$ cat src/hw/timebase_params.svh
`ifndef TIMEBASE_PARAMS_SVH
`define TIMEBASE_PARAMS_SVH
// register offsets (word index on the plain port)
`define OFF_SYSTEM_SETUP      8'h00
`define OFF_MULTI_WRITE_MASK  8'h01
`define OFF_ACCUM_IRQ_DIV     8'h02
`define OFF_EPOCH_DIV_UPPER   8'h03
`define OFF_EPOCH_DIV_LOWER   8'h04
`define OFF_CHAN_SOFT_RESET   8'h05
`define OFF_SNAPSHOT_TRIGGER  8'h06
`define OFF_STATE_READBACK    8'h07
// system setup field positions
`define BIT_IRQ_ENABLE        5
`define BIT_FRONT_END_MODE    6
`define BIT_IRQ_PERIOD        7
// channel reset field positions
`define BIT_SOFT_RESET_N      0
// interrupt presets
`define IRQ_PRESET_REAL_SHORT 13'h0B45
`define IRQ_PRESET_REAL_LONG  13'h1313
`define IRQ_PRESET_CPLX_SHORT 13'h0B81
`define IRQ_PRESET_CPLX_LONG  13'h1379
// epoch presets
`define EPOCH_PRESET_REAL     21'h08_B823
`define EPOCH_PRESET_CPLX     21'h08_E6A4
// multi-phase clock lengths in master clocks
`define PHASE_LEN_REAL        3'h7
`define PHASE_LEN_CPLX        3'h6
`endif

$ cat src/hw/timebase_pkg.sv
package timebase_pkg;
  typedef enum logic [0:0] {
    MODE_REAL    = 1'b0,
    MODE_COMPLEX = 1'b1
  } input_mode_t;
endpackage
$ cat src/hw/correlator_timebase.sv
// The address map and the strobed register port are this design's own decisions.
`timescale 1ns/100ps
`include "timebase_params.svh"
module correlator_timebase
  import timebase_pkg::*;
#(
  parameter int CHANNELS = 12
) (
  input  wire logic                I_CLK,            // 100 MHz master clock
  input  wire logic                I_RESETN,         // async hardware reset, active low
  input  wire logic [7:0]          I_ADDR,           // register index
  input  wire logic [15:0]         I_WDATA,          // write data
  input  wire logic                I_WR,             // write strobe
  input  wire logic                I_RD,             // read strobe
  input  wire logic [15:0]         I_FLAGS_FIRST,    // live accum_flags_first
  input  wire logic [15:0]         I_FLAGS_SECOND,   // live accum_flags_second
  input  wire logic [15:0]         I_FLAGS_THIRD,    // live accum_flags_third
  output logic [15:0]              O_RDATA,          // read data, cycle after strobe
  output logic [CHANNELS-1:0]      O_CHANNEL_WRITE_SELECT, // multi-write mask
  output logic [CHANNELS-1:0]      O_CHANNEL_RESET_N,      // per-channel reset, low resets
  output logic [CHANNELS-1:0]      O_CHANNEL_RELEASE,      // pulse: restart code phase
  output logic                     O_SOFT_MASTER_RESET_N,  // soft master reset bit
  output timebase_pkg::input_mode_t O_INPUT_MODE,    // front-end mode
  output logic                     O_IRQ_ENABLE,     // global interrupt enable
  output logic                     O_PHASE_TICK,     // multi-phase clock cycle pulse
  output logic                     O_ACCUMULATION_INTERRUPT, // masked interrupt pulse
  output logic                     O_MEAS_IRQ_ENABLE,        // mask for measurement_interrupt
  output logic                     O_EPOCH_PULSE,    // epoch pulse
  output logic [15:0]              O_SNAP_FIRST,     // captured accum_flags_first
  output logic [15:0]              O_SNAP_SECOND,    // captured accum_flags_second
  output logic [15:0]              O_SNAP_THIRD      // captured accum_flags_third
);
  import timebase_pkg::*;

  // -------------------------------------------------
  // decode
  // -------------------------------------------------
  logic wr_setup;
  logic wr_mask;
  logic wr_irq_div;
  logic wr_upper;
  logic wr_lower;
  logic wr_reset;
  logic wr_snap;
  logic soft_ok;
  // with the soft reset bit low only the reset register takes writes
  assign soft_ok = O_SOFT_MASTER_RESET_N;

  // write decode; channel reset state never blocks a write
  always_comb begin
    wr_setup   = 1'b0;
    wr_mask    = 1'b0;
    wr_irq_div = 1'b0;
    wr_upper   = 1'b0;
    wr_lower   = 1'b0;
    wr_reset   = 1'b0;
    wr_snap    = 1'b0;
    if (!I_WR) begin
      wr_reset = 1'b0;
    end else if (I_ADDR == `OFF_CHAN_SOFT_RESET) begin
      wr_reset = 1'b1;
    end else if (!soft_ok) begin
      wr_reset = 1'b0;
    end else if (I_ADDR == `OFF_SYSTEM_SETUP) begin
      wr_setup = 1'b1;
    end else if (I_ADDR == `OFF_MULTI_WRITE_MASK) begin
      wr_mask = 1'b1;
    end else if (I_ADDR == `OFF_ACCUM_IRQ_DIV) begin
      wr_irq_div = 1'b1;
    end else if (I_ADDR == `OFF_EPOCH_DIV_UPPER) begin
      wr_upper = 1'b1;
    end else if (I_ADDR == `OFF_EPOCH_DIV_LOWER) begin
      wr_lower = 1'b1;
    end else if (I_ADDR == `OFF_SNAPSHOT_TRIGGER) begin
      wr_snap = 1'b1;
    end
  end

  // soft master reset acts while the bit is low
  logic soft_rst;
  assign soft_rst = !O_SOFT_MASTER_RESET_N;

  // -------------------------------------------------
  // reset control register
  // -------------------------------------------------
  // a low soft bit also forces every channel into reset
  always_ff @(posedge I_CLK or negedge I_RESETN) begin
    if (!I_RESETN) begin
      O_SOFT_MASTER_RESET_N <= 1'b1;
      O_CHANNEL_RESET_N     <= '0;
    end else if (wr_reset) begin
      O_SOFT_MASTER_RESET_N <= I_WDATA[`BIT_SOFT_RESET_N];
      if (!I_WDATA[`BIT_SOFT_RESET_N]) begin
        O_CHANNEL_RESET_N <= '0;
      end else begin
        // low bit gates the channel clock phases downstream
        O_CHANNEL_RESET_N <= I_WDATA[CHANNELS:1];
      end
    end
  end

  // rising reset bits restart code generators together
  always_ff @(posedge I_CLK or negedge I_RESETN) begin
    if (!I_RESETN) begin
      O_CHANNEL_RELEASE <= '0;
    end else if (wr_reset && I_WDATA[`BIT_SOFT_RESET_N]) begin
      O_CHANNEL_RELEASE <= I_WDATA[CHANNELS:1] & ~O_CHANNEL_RESET_N;
    end else begin
      O_CHANNEL_RELEASE <= '0;
    end
  end

  // -------------------------------------------------
  // mask and setup bits
  // -------------------------------------------------
  always_ff @(posedge I_CLK or negedge I_RESETN) begin
    if (!I_RESETN) begin
      O_CHANNEL_WRITE_SELECT <= '0;
    end else if (soft_rst) begin
      O_CHANNEL_WRITE_SELECT <= '0;
    end else if (wr_mask) begin
      O_CHANNEL_WRITE_SELECT <= I_WDATA[CHANNELS-1:0];
    end
  end

  // setup bits are held clear every cycle while the soft bit is low;
  // a mode change there reloads both presets and a period change the interrupt preset, through the edges
  logic irq_period_reg;
  always_ff @(posedge I_CLK or negedge I_RESETN) begin
    if (!I_RESETN) begin
      O_INPUT_MODE   <= MODE_REAL;
      irq_period_reg <= 1'b0;
      O_IRQ_ENABLE   <= 1'b0;
    end else if (soft_rst) begin
      O_INPUT_MODE   <= MODE_REAL;
      irq_period_reg <= 1'b0;
      O_IRQ_ENABLE   <= 1'b0;
    end else if (wr_setup) begin
      O_INPUT_MODE   <= input_mode_t'(I_WDATA[`BIT_FRONT_END_MODE]);
      irq_period_reg <= I_WDATA[`BIT_IRQ_PERIOD];
      O_IRQ_ENABLE   <= I_WDATA[`BIT_IRQ_ENABLE];
    end
  end

  // measurement interrupt mask follows the same enable
  always_ff @(posedge I_CLK or negedge I_RESETN) begin
    if (!I_RESETN) begin
      O_MEAS_IRQ_ENABLE <= 1'b0;
    end else begin
      O_MEAS_IRQ_ENABLE <= O_IRQ_ENABLE;
    end
  end

  // edges seen on the stored bits, one cycle after they change
  // reset values match the idle levels, so no false edge after reset
  logic mode_d_reg;
  logic period_d_reg;
  logic mode_edge;
  logic period_edge;
  always_ff @(posedge I_CLK or negedge I_RESETN) begin
    if (!I_RESETN) begin
      mode_d_reg   <= 1'b0;
      period_d_reg <= 1'b0;
    end else begin
      mode_d_reg   <= O_INPUT_MODE;
      period_d_reg <= irq_period_reg;
    end
  end
  assign mode_edge   = mode_d_reg != O_INPUT_MODE;
  assign period_edge = period_d_reg != irq_period_reg;

  // -------------------------------------------------
  // multi-phase clock divider
  // -------------------------------------------------
  logic [2:0] phase_reg;
  logic [2:0] phase_len;
  logic       phase_end;
  // timebase keeps running through a soft reset
  // after a mode change the >= compare ends an over-long phase at once
  assign phase_len = (O_INPUT_MODE == MODE_COMPLEX) ? `PHASE_LEN_CPLX : `PHASE_LEN_REAL;
  assign phase_end = phase_reg >= (phase_len - 3'h1);
  always_ff @(posedge I_CLK or negedge I_RESETN) begin
    if (!I_RESETN) begin
      phase_reg <= '0;
    end else if (phase_end) begin
      phase_reg <= '0;
    end else begin
      phase_reg <= phase_reg + 3'h1;
    end
  end
  always_ff @(posedge I_CLK or negedge I_RESETN) begin
    if (!I_RESETN) begin
      O_PHASE_TICK <= 1'b0;
    end else begin
      O_PHASE_TICK <= phase_end;
    end
  end

  // -------------------------------------------------
  // interrupt preset
  // -------------------------------------------------
  logic [12:0] irq_preset_reg;
  logic [12:0] irq_edge_value;
  always_comb begin
    irq_edge_value = `IRQ_PRESET_REAL_SHORT;
    if (O_INPUT_MODE == MODE_COMPLEX) begin
      irq_edge_value = irq_period_reg ? `IRQ_PRESET_CPLX_LONG : `IRQ_PRESET_CPLX_SHORT;
    end else begin
      irq_edge_value = irq_period_reg ? `IRQ_PRESET_REAL_LONG : `IRQ_PRESET_REAL_SHORT;
    end
  end
  // a soft reset reaches the timebase presets only through the mode and period edges
  always_ff @(posedge I_CLK or negedge I_RESETN) begin
    if (!I_RESETN) begin
      irq_preset_reg <= `IRQ_PRESET_REAL_SHORT;
    end else if (wr_irq_div) begin
      irq_preset_reg <= I_WDATA[12:0];
    end else if (mode_edge || period_edge) begin
      irq_preset_reg <= irq_edge_value;
    end
  end

  // -------------------------------------------------
  // epoch preset and upper holding latch
  // -------------------------------------------------
  logic [20:0] epoch_preset_reg;
  logic [4:0]  epoch_upper_reg;
  logic        upper_pending_reg;
  always_ff @(posedge I_CLK or negedge I_RESETN) begin
    if (!I_RESETN) begin
      epoch_upper_reg   <= '0;
      upper_pending_reg <= 1'b0;
    end else if (wr_upper) begin
      epoch_upper_reg   <= I_WDATA[4:0];
      upper_pending_reg <= 1'b1;
    end else if (wr_lower) begin
      upper_pending_reg <= 1'b0;
    end
  end
  // mode edge spacing against lower writes is left to software
  always_ff @(posedge I_CLK or negedge I_RESETN) begin
    if (!I_RESETN) begin
      epoch_preset_reg <= `EPOCH_PRESET_REAL;
    end else if (wr_lower && upper_pending_reg) begin
      epoch_preset_reg <= {epoch_upper_reg, I_WDATA};
    end else if (wr_lower) begin
      epoch_preset_reg <= {epoch_preset_reg[20:16], I_WDATA};
    end else if (mode_edge) begin
      epoch_preset_reg <= (O_INPUT_MODE == MODE_COMPLEX) ? `EPOCH_PRESET_CPLX : `EPOCH_PRESET_REAL;
    end
  end

  // -------------------------------------------------
  // counters
  // -------------------------------------------------
  // both counters share one phase tick, so interrupt and epoch stay
  // locked to a single timebase
  logic irq_zero;
  logic epoch_zero;
  reload_down_counter #(.WIDTH(13)) u_irq_counter (
    .i_clk    (I_CLK),
    .i_resetn (I_RESETN),
    .i_tick   (phase_end),
    .i_preset (irq_preset_reg),
    .o_zero   (irq_zero)
  );
  reload_down_counter #(.WIDTH(21)) u_epoch_counter (
    .i_clk    (I_CLK),
    .i_resetn (I_RESETN),
    .i_tick   (phase_end),
    .i_preset (epoch_preset_reg),
    .o_zero   (epoch_zero)
  );
  always_ff @(posedge I_CLK or negedge I_RESETN) begin
    if (!I_RESETN) begin
      O_ACCUMULATION_INTERRUPT <= 1'b0;
      O_EPOCH_PULSE            <= 1'b0;
    end else begin
      O_ACCUMULATION_INTERRUPT <= irq_zero && O_IRQ_ENABLE;
      O_EPOCH_PULSE            <= epoch_zero;
    end
  end

  // -------------------------------------------------
  // status snapshot
  // -------------------------------------------------
  // flags come from the same clock, so no synchroniser; mixing both
  // capture sources gives confused readings, software must choose one
  always_ff @(posedge I_CLK or negedge I_RESETN) begin
    if (!I_RESETN) begin
      O_SNAP_FIRST  <= '0;
      O_SNAP_SECOND <= '0;
      O_SNAP_THIRD  <= '0;
    end else if (wr_snap || (irq_zero && O_IRQ_ENABLE)) begin
      O_SNAP_FIRST  <= I_FLAGS_FIRST;
      O_SNAP_SECOND <= I_FLAGS_SECOND;
      O_SNAP_THIRD  <= I_FLAGS_THIRD;
    end
  end

  // -------------------------------------------------
  // readback
  // -------------------------------------------------
  // read data stands one cycle, zero otherwise, so a read of a
  // write-only register returns a clean zero
  always_ff @(posedge I_CLK or negedge I_RESETN) begin
    if (!I_RESETN) begin
      O_RDATA <= '0;
    end else if (I_RD && (I_ADDR == `OFF_STATE_READBACK)) begin
      O_RDATA <= {12'h000, upper_pending_reg, irq_period_reg, O_INPUT_MODE, O_IRQ_ENABLE};
    end else if (I_RD && (I_ADDR == `OFF_SYSTEM_SETUP)) begin
      O_RDATA <= {8'h00, irq_period_reg, O_INPUT_MODE, O_IRQ_ENABLE, 5'h00};
    end else begin
      O_RDATA <= '0;
    end
  end
endmodule

$ cat src/hw/reload_down_counter.sv
`timescale 1ns/100ps
// reload down counter: pulse and reload on zero
module reload_down_counter #(
  parameter int WIDTH = 13
) (
  input  wire logic             i_clk,      // master clock
  input  wire logic             i_resetn,   // async reset, active low
  input  wire logic             i_tick,     // one multi-phase cycle
  input  wire logic [WIDTH-1:0] i_preset,   // stored preset
  output logic                  o_zero      // one-cycle pulse on zero
);
  logic [WIDTH-1:0] count_reg;

  // -------------------------------------------------
  // count down per tick, reload after zero
  // -------------------------------------------------
  always_ff @(posedge i_clk or negedge i_resetn) begin
    if (!i_resetn) begin
      count_reg <= '0;
    end else if (i_tick) begin
      if (count_reg == '0) begin
        count_reg <= i_preset;
      end else begin
        count_reg <= count_reg - 1'b1;
      end
    end
  end

  // pulse marks the multi-phase cycle in which count holds zero
  always_ff @(posedge i_clk or negedge i_resetn) begin
    if (!i_resetn) begin
      o_zero <= 1'b0;
    end else begin
      o_zero <= i_tick && (count_reg == '0);
    end
  end
endmodule

$ cat config.mk
export PLATFORM = sky130hd
export DESIGN_NAME = correlator_timebase
export DESIGN_NICKNAME = d
export VERILOG_FILES = /design/src/hw/timebase_pkg.sv /design/src/hw/correlator_timebase.sv /design/src/hw/reload_down_counter.sv
export VERILOG_INCLUDE_DIRS = /design/src /design/src/hw
export SDC_FILE = /design/constraint.sdc
export NUM_CORES = 1
export LEC_CHECK = 0
export BUFFER_PORTS_ARGS = -buffer_cell sky130_fd_sc_hd__buf_2
export CAP_MARGIN = 20
export CELL_PAD_IN_SITES_DETAIL_PLACEMENT = 2
export CELL_PAD_IN_SITES_GLOBAL_PLACEMENT = 2
export CORE_MARGIN = 5
export CORE_UTILIZATION = 31
export DETAILED_ROUTE_END_ITERATION = 8
export PLACE_DENSITY_LB_ADDON = 0.08
export REMOVE_ABC_BUFFERS = 1
export SYNTH_ARGS = -nofsm -noshare
export SYNTH_HDL_FRONTEND = slang
export SYNTH_SLANG_ARGS = --single-unit
$ cat constraint.sdc
create_clock -name I_CLK -period 2.08 [get_ports I_CLK]
set_input_delay 0.104 -clock I_CLK [delete_from_list [all_inputs] [get_ports I_CLK]]
set_output_delay 0.104 -clock I_CLK [all_outputs]
set_load 0.005 [all_outputs]
Word level (Yosys, flattened, before mapping)
Cells that the tools add are included.

Memory bits (read-only): 0. Bits in latches: 0. Input bits: 76. Memory bits (writable): 0. Bits in registers: 189. Logic and storage cells: 131. Output and inout bits: 107. Memories: 0.

Multiplexer cells: 68. Reductions and logical operators: 17. $add $sub $neg: 4. Multiply operators: 0. Eq/ne operators: 12. $lt $le $gt $ge: 1. Div/mod/pow operators: 0. Shifts and indexed selects: 0. Bitwise gates (word level): 2.

Operators with widths (number): $mux 21 (4); $mux 13 (6); $mux 1 (50); $mux 12 (4); $eq 8x3->1 const B (4); $logic_not 21->1 (1); $sub 21x1->21 const B (1); $eq 8x2->1 const B (2); $mux 8 (2); $mux 15 (1); $logic_not 13->1 (1); $sub 13x1->13 const B (1); $and 12x12->12 (1); $not 12->12 (1); $eq 8x1->1 const B (1); $logic_not 8->1 (1); $logic_and 1x1->1 (7); $ne 2x1->1 const B (3); $reduce_bool 2->1 (3); $add 3x1->3 const B (1); $ge 3x3->1 (1); $mux 3 (1); $reduce_bool 3->1 (1); $sub 2x2->3 const B (1); 3 further kinds (5).

Logic depth before layout (Yosys ltp)
Gate-level depths: netlist of the first run.

Depth in word-level cells: 12. Gate-level depth with buffers: 10. Mapped depth without buffers: 8.

Hierarchy
From an unflattened synthesis of the first run, not the netlist that was laid out.

Cells, all modules: 762. Area total of the unflattened synthesis: 8531.9 um2.

Modules (own cells, without submodules): correlator_timebase (area each 6226.0 um2, sequential area each 3622.2 um2, cells each 504, instances 1); reload_down_counter (u_epoch_counter) (area each 1395.1 um2, sequential area each 550.5 um2, cells each 162, instances 1); reload_down_counter (u_irq_counter) (area each 910.9 um2, sequential area each 350.3 um2, cells each 96, instances 1).

Least setup slack after synthesis of the first run
No wires, ideal clock.

Kind: register to register. Start: register O_INPUT_MODE. End: register u_epoch_counter.count_reg[20]. Arrival time: 1945 ps. Path buffers: 2. Clock period less this slack: 2066 ps. Setup slack: 14 ps. Cell stages (with the launch flop): 9. Required time: 1959 ps. Library setup time: 121 ps. Path through: dfrtp_1 > ha_1 > nand2b_1 > a21o_1 > nand2_1 > clkbuf_1 > buf_2 > a21oi_1 > o22a_1.

Word-level cells in the longest chain between the ends: 3.

RTL lines: start: declaration (line correlator_timebase.sv:23) `output timebase_pkg::input_mode_t O_INPUT_MODE,`; start signal: assignment (line correlator_timebase.sv:139) `` O_INPUT_MODE <= input_mode_t'(I_WDATA[`BIT_FRONT_END_MODE]); ``; $mux 1 (no line); $sub 2x2->3 (line correlator_timebase.sv:181) `assign phase_end = phase_reg >= (phase_len - 3'h1);`; $ge 3x3->1 (line correlator_timebase.sv:181); end signal: assignment (line reload_down_counter.sv:22) `count_reg <= i_preset;`; end signal: assignment (line reload_down_counter.sv:24) `count_reg <= count_reg - 1'b1;`; end: declaration (line reload_down_counter.sv:12) `logic [WIDTH-1:0] count_reg;`.

Every way passes these cells. A chain may end at the register's enable or synchronous reset.

Worst setup path after layout of the first run
Start: register u_epoch_counter.count_reg[3]. End: register u_epoch_counter.count_reg[17].

Word-level cells in the longest chain between the ends: 2. Elaborated cells between the ends (all ways): 3. Those cells by class: add/sub (1); mux (1); reduce/logical (1).

RTL lines: $sub 21x1->21 / $logic_not 21->1 (equally long branches) (line reload_down_counter.sv:24, reload_down_counter.sv:21); $mux 21 (*) (line reload_down_counter.sv:21) `if (count_reg == '0) begin`.

Mark *: on every way between the ends. The rest lies on a longest branch, timed or not.

==> impl_summary.txt, run 1 <==
----------------------------------------------------
[Power and ir drop]
  Pwr per Cell Area ... 866.9 nW/um^2
  VDD IR max ... 0.0003481 V
  Total power draw ... 9428 uW
  Leakage ... 0.005295 uW

[Synthesis]
  Number of distinct standard cells referenced by the synthesized netlist ... 57
  Number of synthesized register bits ... 180
  Sequential element share of the synthesized area ... 57.43%
  Average cell area after synthesis ... 11.30 sq um
  Number of instances in the synthesized netlist ... 697
  Share of the synthesized area in the top cell type ... 52.42%
  Area leader, netlist ... sky130_fd_sc_hd__dfrtp_1
  Top cells by count, synth ... sky130_fd_sc_hd__dfrtp_1, sky130_fd_sc_hd__mux2_2, sky130_fd_sc_hd__o21ai_0
  Total of warnings raised by yosys ... 0
  Async S/R FF share, synth ... 100.0%
  Commonest register cell after synthesis ... sky130_fd_sc_hd__dfrtp_1
  Area of the mapped netlist ... 7876 sq um
  Number of enable-type register cells in the synthesized netlist ... 0
  Most instantiated library cell after synthesis ... sky130_fd_sc_hd__dfrtp_1
  Top cells by area in the synthesized netlist ... sky130_fd_sc_hd__dfrtp_1, sky130_fd_sc_hd__mux2_2, sky130_fd_sc_hd__dfstp_2

[Critical path]
  Master of the slowest instance on the critical path ... sky130_fd_sc_hd__or4_4
  Worst setup path startpoint ... u_epoch_counter.count_reg[3]
  Most frequent CP cell ... sky130_fd_sc_hd__or3_4
  Worst path required time ... 2.39 ns
  Worst R2R Path Depth ... 5
  CP max stage delay ... 0.56 ns
  Largest fanout of any net on the critical path ... 6
  Data arrival time at the worst-slack endpoint ... 2.40 ns
  R2r endpoint ... u_epoch_counter.count_reg[17]
  Startpoint type of the worst setup path ... register
  Cell-by-cell listing of the critical path ... or4_4, or3_4, or3_4, o22ai_1, a2bb2oi_1
  Startpoint of the lowest-slack register-to-register path ... u_epoch_counter.count_reg[3]
  Reg-to-reg slack, setup ... -0.008 ns
  Critical path capture point type ... register
  WS Path Type ... reg2reg
  Critical Path Sink ... u_epoch_counter.count_reg[17]

[Finish]
  Net total in the final layout ... 1076
  Area added between synthesis and finish ... 38.08%
  Inserted Diodes ... 0
  Fill cells ... 2675
  Utilization after layout ... 43.31%
  Share of final-layout standard cells stronger than drive strength 1 ... 38.58%

[Route]
  First DRT Iteration DRCs ... 216
  Per-cell routed wire length ... 19.72 um
  Final Routed Wirelength ... 26280 um
  Via Count ... 6641
  Count of nets left with antenna violations after detail routing ... 0
  Mean number of vias per cell ... 4.982
  Iteration count of the initial detailed-routing pass ... 4
  DRC ... 0

[GRT]
  Wire length of the first global-routing pass ... 41520 um
  Maximum number of pins on one net before global-route repair ... 58
  Overall routing resource usage ... 18.22%
  Grt total ovfl ... 0
  Vias in the first global route ... 7555
  Antenna violations before repair ... 0

[Timing]
  Tcrit/Tclk final ... 100.4%
  Final critical-path setup slack ... -0.007567 ns
  Tmin final ... 2.088 ns
  Number of endpoints failing setup at the final stage ... 1
  Worst Tran Pin Value ... 0.6032 ns
  Post-Route Skew ... 0.01276 ns
  Max-slew violation count ... 0
  Setup repair after global routing missed its margin ... yes
  Max-slew headroom ... 59.79%
  Highest clock rate ... 479.0 MHz
  Number of hold violations in the final report ... 0

[CTS]
  Buffers from clock root to sink, at most ... 2
  Total number of clock tree sinks ... 180
  Clock tree from TritonCTS ... done
  Buffer cell driving the clock tree root ... sky130_fd_sc_hd__clkbuf_16
  Number of CTS-inserted buffers ... 17
  Source-to-sink clock delay at the later pin of the worst-skew pair ... 0.44 ns
  CTS clock-pin slew for the worst setup and hold paths ... 0.08 ns
  CTS HTree Levels ... 4

[Floorplan]
  Height of the die ... 169.4 um
  Site Rows ... 58
  Number of ports placed on the die boundary ... 183
  Starting utilization of the core area ... 31.37%
  DIE WIDTH ... 169.4 um
  Area of the core ... 25110 sq um
  Area of the die ... 28690 sq um

[Status]
  Violated checks ... setup timing
  Result of the run ... finished, violations left

[Place]
  PortBufs ... 173
  Placer Congestion ... 0.8668
  Half-perimeter wire length after detailed placement ... 18620 um

[Flow run]
  Number of max-cap violations ... 0

[Worst hold path]
  Class of the worst hold path ... in2reg

----------------------------------------------------
[cell usage in the layout, fill, tap and decap left out, types with 5 or more instances in the layout]
| master | netlist | routed |
|---|---|---|
| sky130_fd_sc_hd__mux2_2 | 59 | 59 |
| sky130_fd_sc_hd__nor3_1 | 16 | 11 |
| sky130_fd_sc_hd__and3_1 | 5 | 5 |
| sky130_fd_sc_hd__mux2i_1 | 14 | 14 |
| sky130_fd_sc_hd__dfrtp_1 | 165 | 162 |
| sky130_fd_sc_hd__conb_1 | 1 | 9 |
| sky130_fd_sc_hd__buf_2 | 11 | 172 |
| sky130_fd_sc_hd__a22o_1 | 12 | 12 |
| sky130_fd_sc_hd__nand2_1 | 49 | 49 |
| sky130_fd_sc_hd__nor3b_1 | 13 | 12 |
| sky130_fd_sc_hd__a21oi_1 | 31 | 30 |
| sky130_fd_sc_hd__a2bb2oi_1 | 7 | 6 |
| sky130_fd_sc_hd__nor3_2 | 0 | 5 |
| sky130_fd_sc_hd__ha_1 | 10 | 10 |
| sky130_fd_sc_hd__clkbuf_16 | 0 | 17 |
| sky130_fd_sc_hd__inv_1 | 36 | 34 |
| sky130_fd_sc_hd__dfstp_2 | 15 | 15 |
| sky130_fd_sc_hd__inv_6 | 0 | 6 |
| sky130_fd_sc_hd__nand3_1 | 35 | 34 |
| sky130_fd_sc_hd__nor2_1 | 43 | 43 |
| sky130_fd_sc_hd__buf_12 | 0 | 6 |
| sky130_fd_sc_hd__o21ai_0 | 53 | 53 |
| sky130_fd_sc_hd__dlygate4sd3_1 | 0 | 60 |
| sky130_fd_sc_hd__and2_1 | 9 | 9 |
| sky130_fd_sc_hd__buf_4 | 10 | 70 |
| sky130_fd_sc_hd__a31oi_1 | 6 | 6 |
[per-stage QoR]
step                      hold slack, ns  instance area (sq um)    TNS, ns  std cells  setup WS [ns]
after floorplan                  -0.1916                   7659     -33.27        661        -0.5292
after CTS                       0.006461                  10740   -0.02281       1326       -0.01006
after detailed placement          0.1280                   9500    -0.3629       1228       -0.08750
after global placement            0.1253                   9500   -0.03794       1228       -0.03794
final                            0.02613                  10880  -0.007567       1333      -0.007567
after global routing            0.005417                  10880    -0.4908       1333       -0.07196
[report_power, final]
part | leakage, uW | switching (uW) | internal (uW) | total (uW)
logic | 0.00275 | 982 | 890 | 1870
registers | 0.00227 | 438 | 3990 | 4430
clock network | 0.000276 | 1530 | 1590 | 3120
[cell families (layout without fill, tap and decap cells)]
logic type	count (synthesis)	after routing	share of synthesized area [%]
adder cells (fa/ha/maj)	11	11	1.716
AND/OR/NAND/NOR	203	203	13.65
other	1	9	0.04761
XOR/XNOR	2	2	0.2224
multiplexers	73	73	10.21
flip-flops	180	180	57.43
buffers and inverters	80	378	4.861
AO/OA/AOI/OAI	147	147	11.87
[metal layers]
| layer | vias up | global-route usage [%] | routed length [um] |
|---|---|---|---|
| li1 | 3051 | - | - |
| met1 | 3423 | 22.99 | 11410 |
| met2 | 143 | 32.22 | 13500 |
| met3 | 24 | 4.030 | 1094 |
| met4 | 0 | 3.885 | 281 |
| met5 | - | 0 | 0 |
[cell type report]
cell class | instances | area, sq um | area share, %
inverters | 36 | 135.1 | 1.243
multi-input cells | 445 | 3105 | 28.56
well taps | 330 | 412.9 | 3.797
repair buffers | 310 | 2133 | 19.62
clock buffers | 19 | 432.9 | 3.981
clock inverters | 13 | 128.9 | 1.185
flip-flops and latches | 180 | 4527 | 41.62
[how the worst min path moves through the flow]
stage,start,end,slack (ns),depth (start not counted)
3_5_place_dp,I_RESETN,O_SNAP_FIRST[12],0.13,1
2_1_floorplan,I_RESETN,O_ACCUMULATION_INTERRUPT,-0.19,0
5_1_grt,I_WDATA[7],O_CHANNEL_RELEASE[6],0.005,2
3_3_place_gp,I_RESETN,O_SNAP_THIRD[9],0.13,1
6_report,I_WDATA[2],epoch_preset_reg[2],0.03,3
4_1_cts,I_WDATA[5],epoch_preset_reg[5],0.006,3
[critical path, delay by kind of cell (launching register included)]
kind,cells,cell delay (ns)
flops,1,0.46
simple gates,3,1.26
compound gates,2,0.24
[timing repair]
| action | CTS | global route |
|---|---|---|
| hold endpoints to repair | 110 | 0 |
| pin swaps | 5 | 8 |
| hold buffers | 60 | 0 |
| gates resized for setup | 8 | 19 |
| endpoints found under the setup margin | 10 | 22 |
| buffers inserted | 6 | 7 |
(Power assumes the default switching activity.)
==> inputs of run 2 (changes only) <==
--- a/config.mk
+++ b/config.mk
@@ -8,2 +8,3 @@
 export LEC_CHECK = 0
+export ABC_CLOCK_PERIOD_IN_PS = 2080
 export BUFFER_PORTS_ARGS = -buffer_cell sky130_fd_sc_hd__buf_2
==> constraint.sdc (replaced) <==
create_clock -name I_CLK -period 2.08 [get_ports I_CLK]
set_input_delay 0.624 -clock I_CLK [delete_from_list [all_inputs] [get_ports I_CLK]]
set_output_delay 0.624 -clock I_CLK [all_outputs]
set_load 0.005 [all_outputs]
==> run 2 against run 1 <==
Against the previous run:
- the run still ends with setup timing left
- first-iteration DRC count grew 7.9%
- non-clock buffer count shrank 54
- routed wire length shrank 3.1%
- combinational power grew 7%
- die area is the same
- sequential cell count is the same
- global-route usage shrank 0.28 points
- sequential share of layout area grew 1.9 points
- sequential power is essentially flat
- worst hold slack gained 0.069 ns
- maximum frequency shrank 0.50%
- setup slack lost 0.011 ns
- critical endpoint unchanged
==> impl_summary.txt, run 2 (synthesized netlist as in run 1, its figures left out) <==
----------------------------------------------------
[Timing]
  Final critical-path setup slack ... -0.01809 ns
  Highest clock rate ... 476.6 MHz
  Final hold slack ... 0.09464 ns
  Summed negative setup slack over all endpoints ... -0.01809 ns
  Number of hold violations in the final report ... 0
  Tcrit/Tclk final ... 100.9%
  Post-Route Skew ... 0.01383 ns
  Setup repair after global routing missed its margin ... yes
  Max-slew violation count ... 0
  Tmin final ... 2.098 ns
  Number of endpoints failing setup at the final stage ... 1
  Worst Tran Pin Value ... 0.5478 ns
  Max-slew headroom ... 63.20%

[Critical path]
  Master of the slowest instance on the critical path ... sky130_fd_sc_hd__or4_4
  Worst path required time ... 2.44 ns
  Most frequent CP cell ... sky130_fd_sc_hd__or3_4
  Largest fanout of any net on the critical path ... 4
  WS Path Type ... reg2reg
  Data arrival time at the worst-slack endpoint ... 2.46 ns
  Critical path capture point type ... register
  CP max stage delay ... 0.58 ns
  Cell-by-cell listing of the critical path ... or4_4, or3_4, or3_4, a21oi_4, a2bb2oi_2
  Startpoint type of the worst setup path ... register

[Finish]
  Net total in the final layout ... 1022
  Final instance count without filler cells ... 1278
  Share of final-layout standard cells stronger than drive strength 1 ... 41.67%
  Area added between synthesis and finish ... 32.04%
  Inserted Diodes ... 0
  Summed area of non-filler cells in the final layout ... 10400 sq um
  Top library cells by usage in the layout, fill and taps aside ... sky130_fd_sc_hd__buf_2, sky130_fd_sc_hd__dfrtp_1, sky130_fd_sc_hd__buf_4, sky130_fd_sc_hd__mux2_2, sky130_fd_sc_hd__o21ai_0
  Leading cell type in the layout, fill and taps excluded ... sky130_fd_sc_hd__buf_2

[Status]
  Result of the run ... finished, violations left
  Violated checks ... setup timing

[Power and ir drop]
  VDD IR max ... 0.0005856 V
  Leakage ... 0.005107 uW
  Total power draw ... 9570 uW
  Pwr per Cell Area ... 920.2 nW/um^2

[Place]
  Standard cell area after detailed placement ... 9588 sq um
  Placer Congestion ... 0.8175
  Total instance count after detailed placement ... 1238
  Half-perimeter wire length after detailed placement ... 18830 um
  PortBufs ... 173

[GRT]
  Maximum number of pins on one net before global-route repair ... 49
  Vias in the first global route ... 7426
  Wire length of the first global-routing pass ... 41370 um
  Overall routing resource usage ... 17.94%
  Antenna violations before repair ... 0
  Grt total ovfl ... 0

[CTS]
  CTS clock-pin slew for the worst setup and hold paths ... 0.08 ns
  Clock tree from TritonCTS ... done
  Total of hold buffers inserted after clock tree synthesis ... 0
  Number of CTS-inserted buffers ... 17
  Source-to-sink clock delay at the later pin of the worst-skew pair ... 0.43 ns
  CTS HTree Levels ... 4
  Buffer cell driving the clock tree root ... sky130_fd_sc_hd__clkbuf_16
  Total number of clock tree sinks ... 180
  Buffers from clock root to sink, at most ... 2

[Floorplan]
  Area of the core ... 25110 sq um
  Number of ports placed on the die boundary ... 183
  DIE WIDTH ... 169.4 um
  Area of the die ... 28690 sq um
  Starting utilization of the core area ... 31.37%
  Height of the die ... 169.4 um
  Site Rows ... 58

[Route]
  DRC ... 0
  Final Routed Wirelength ... 25470 um
  Mean number of vias per cell ... 4.944
  Count of nets left with antenna violations after detail routing ... 0
  Iteration count of the initial detailed-routing pass ... 4
  Via Count ... 6318
  First DRT Iteration DRCs ... 233
  Per-cell routed wire length ... 19.93 um

[Flow run]
  Number of max-cap violations ... 0

[Worst hold path]
  Class of the worst hold path ... in2async

----------------------------------------------------
## run 2: power by group
part,internal (uW),switching [uW]
Combinational,945,1050
Sequential,3990,418
Clock,1600,1560
## run 2: layer usage
layer,routed length (um),track usage [%],up-vias
li1,-,-,2929
met1,11360,23.30,3240
met2,12830,31.16,126
met3,977,3.401,23
met4,306,4.235,0
met5,0,0,-
## run 2: worst paths after layout
path	startpoint	end	slack, ns	cells past startpoint
worst max-delay path	u_epoch_counter.count_reg[7]	u_epoch_counter.count_reg[17]	-0.02	5
worst min register to register	u_epoch_counter.o_zero	O_EPOCH_PULSE	0.36	0
worst max register to register	u_epoch_counter.count_reg[7]	u_epoch_counter.count_reg[17]	-0.02	5
worst min-delay path	I_RESETN	O_SNAP_THIRD[9]	0.09	1
min in group I_CLK	u_epoch_counter.o_zero	O_EPOCH_PULSE	0.36	0
max in group asynchronous	I_RESETN	O_SNAP_SECOND[1]	1.29	2
## run 2: worst max-delay path, delay by kind of cell (launching register included)
kind,cells,cell delay (ns)
AND/OR/NAND/NOR,3,1.36
flip-flops,1,0.39
AO/OA/AOI/OAI,2,0.27
## run 2: what timing repair did
action / 4_1_cts / 5_1_grt
buffers inserted: 1 / 7
gates cloned: 1 / 0
endpoints found under the setup margin: 28 / 29
gates resized for setup: 18 / 16
pin swaps: 3 / 7
endpoints found under the hold margin: 0 / 0
## run 2: final cells by class
class	count	area, sq um
Tap cell	330	412.9
Multi-Input combinational cell	445	3147
Inverter	36	135.1
Sequential cell	180	4524
Clock inverter	13	136.4
Clock buffer	18	429.2
Fill cell	2672	14710
Timing Repair Buffer	256	1615
## run 2: per-stage QoR
step | util (%) | setup slack [ns]
final | 41.42 | -0.01809
after global routing | 41.42 | -0.07591
after CTS | 40.90 | -0.04558
after detailed placement | 38.19 | -0.5017
after global placement | 38.19 | -0.4152
after floorplan | - | -1.049
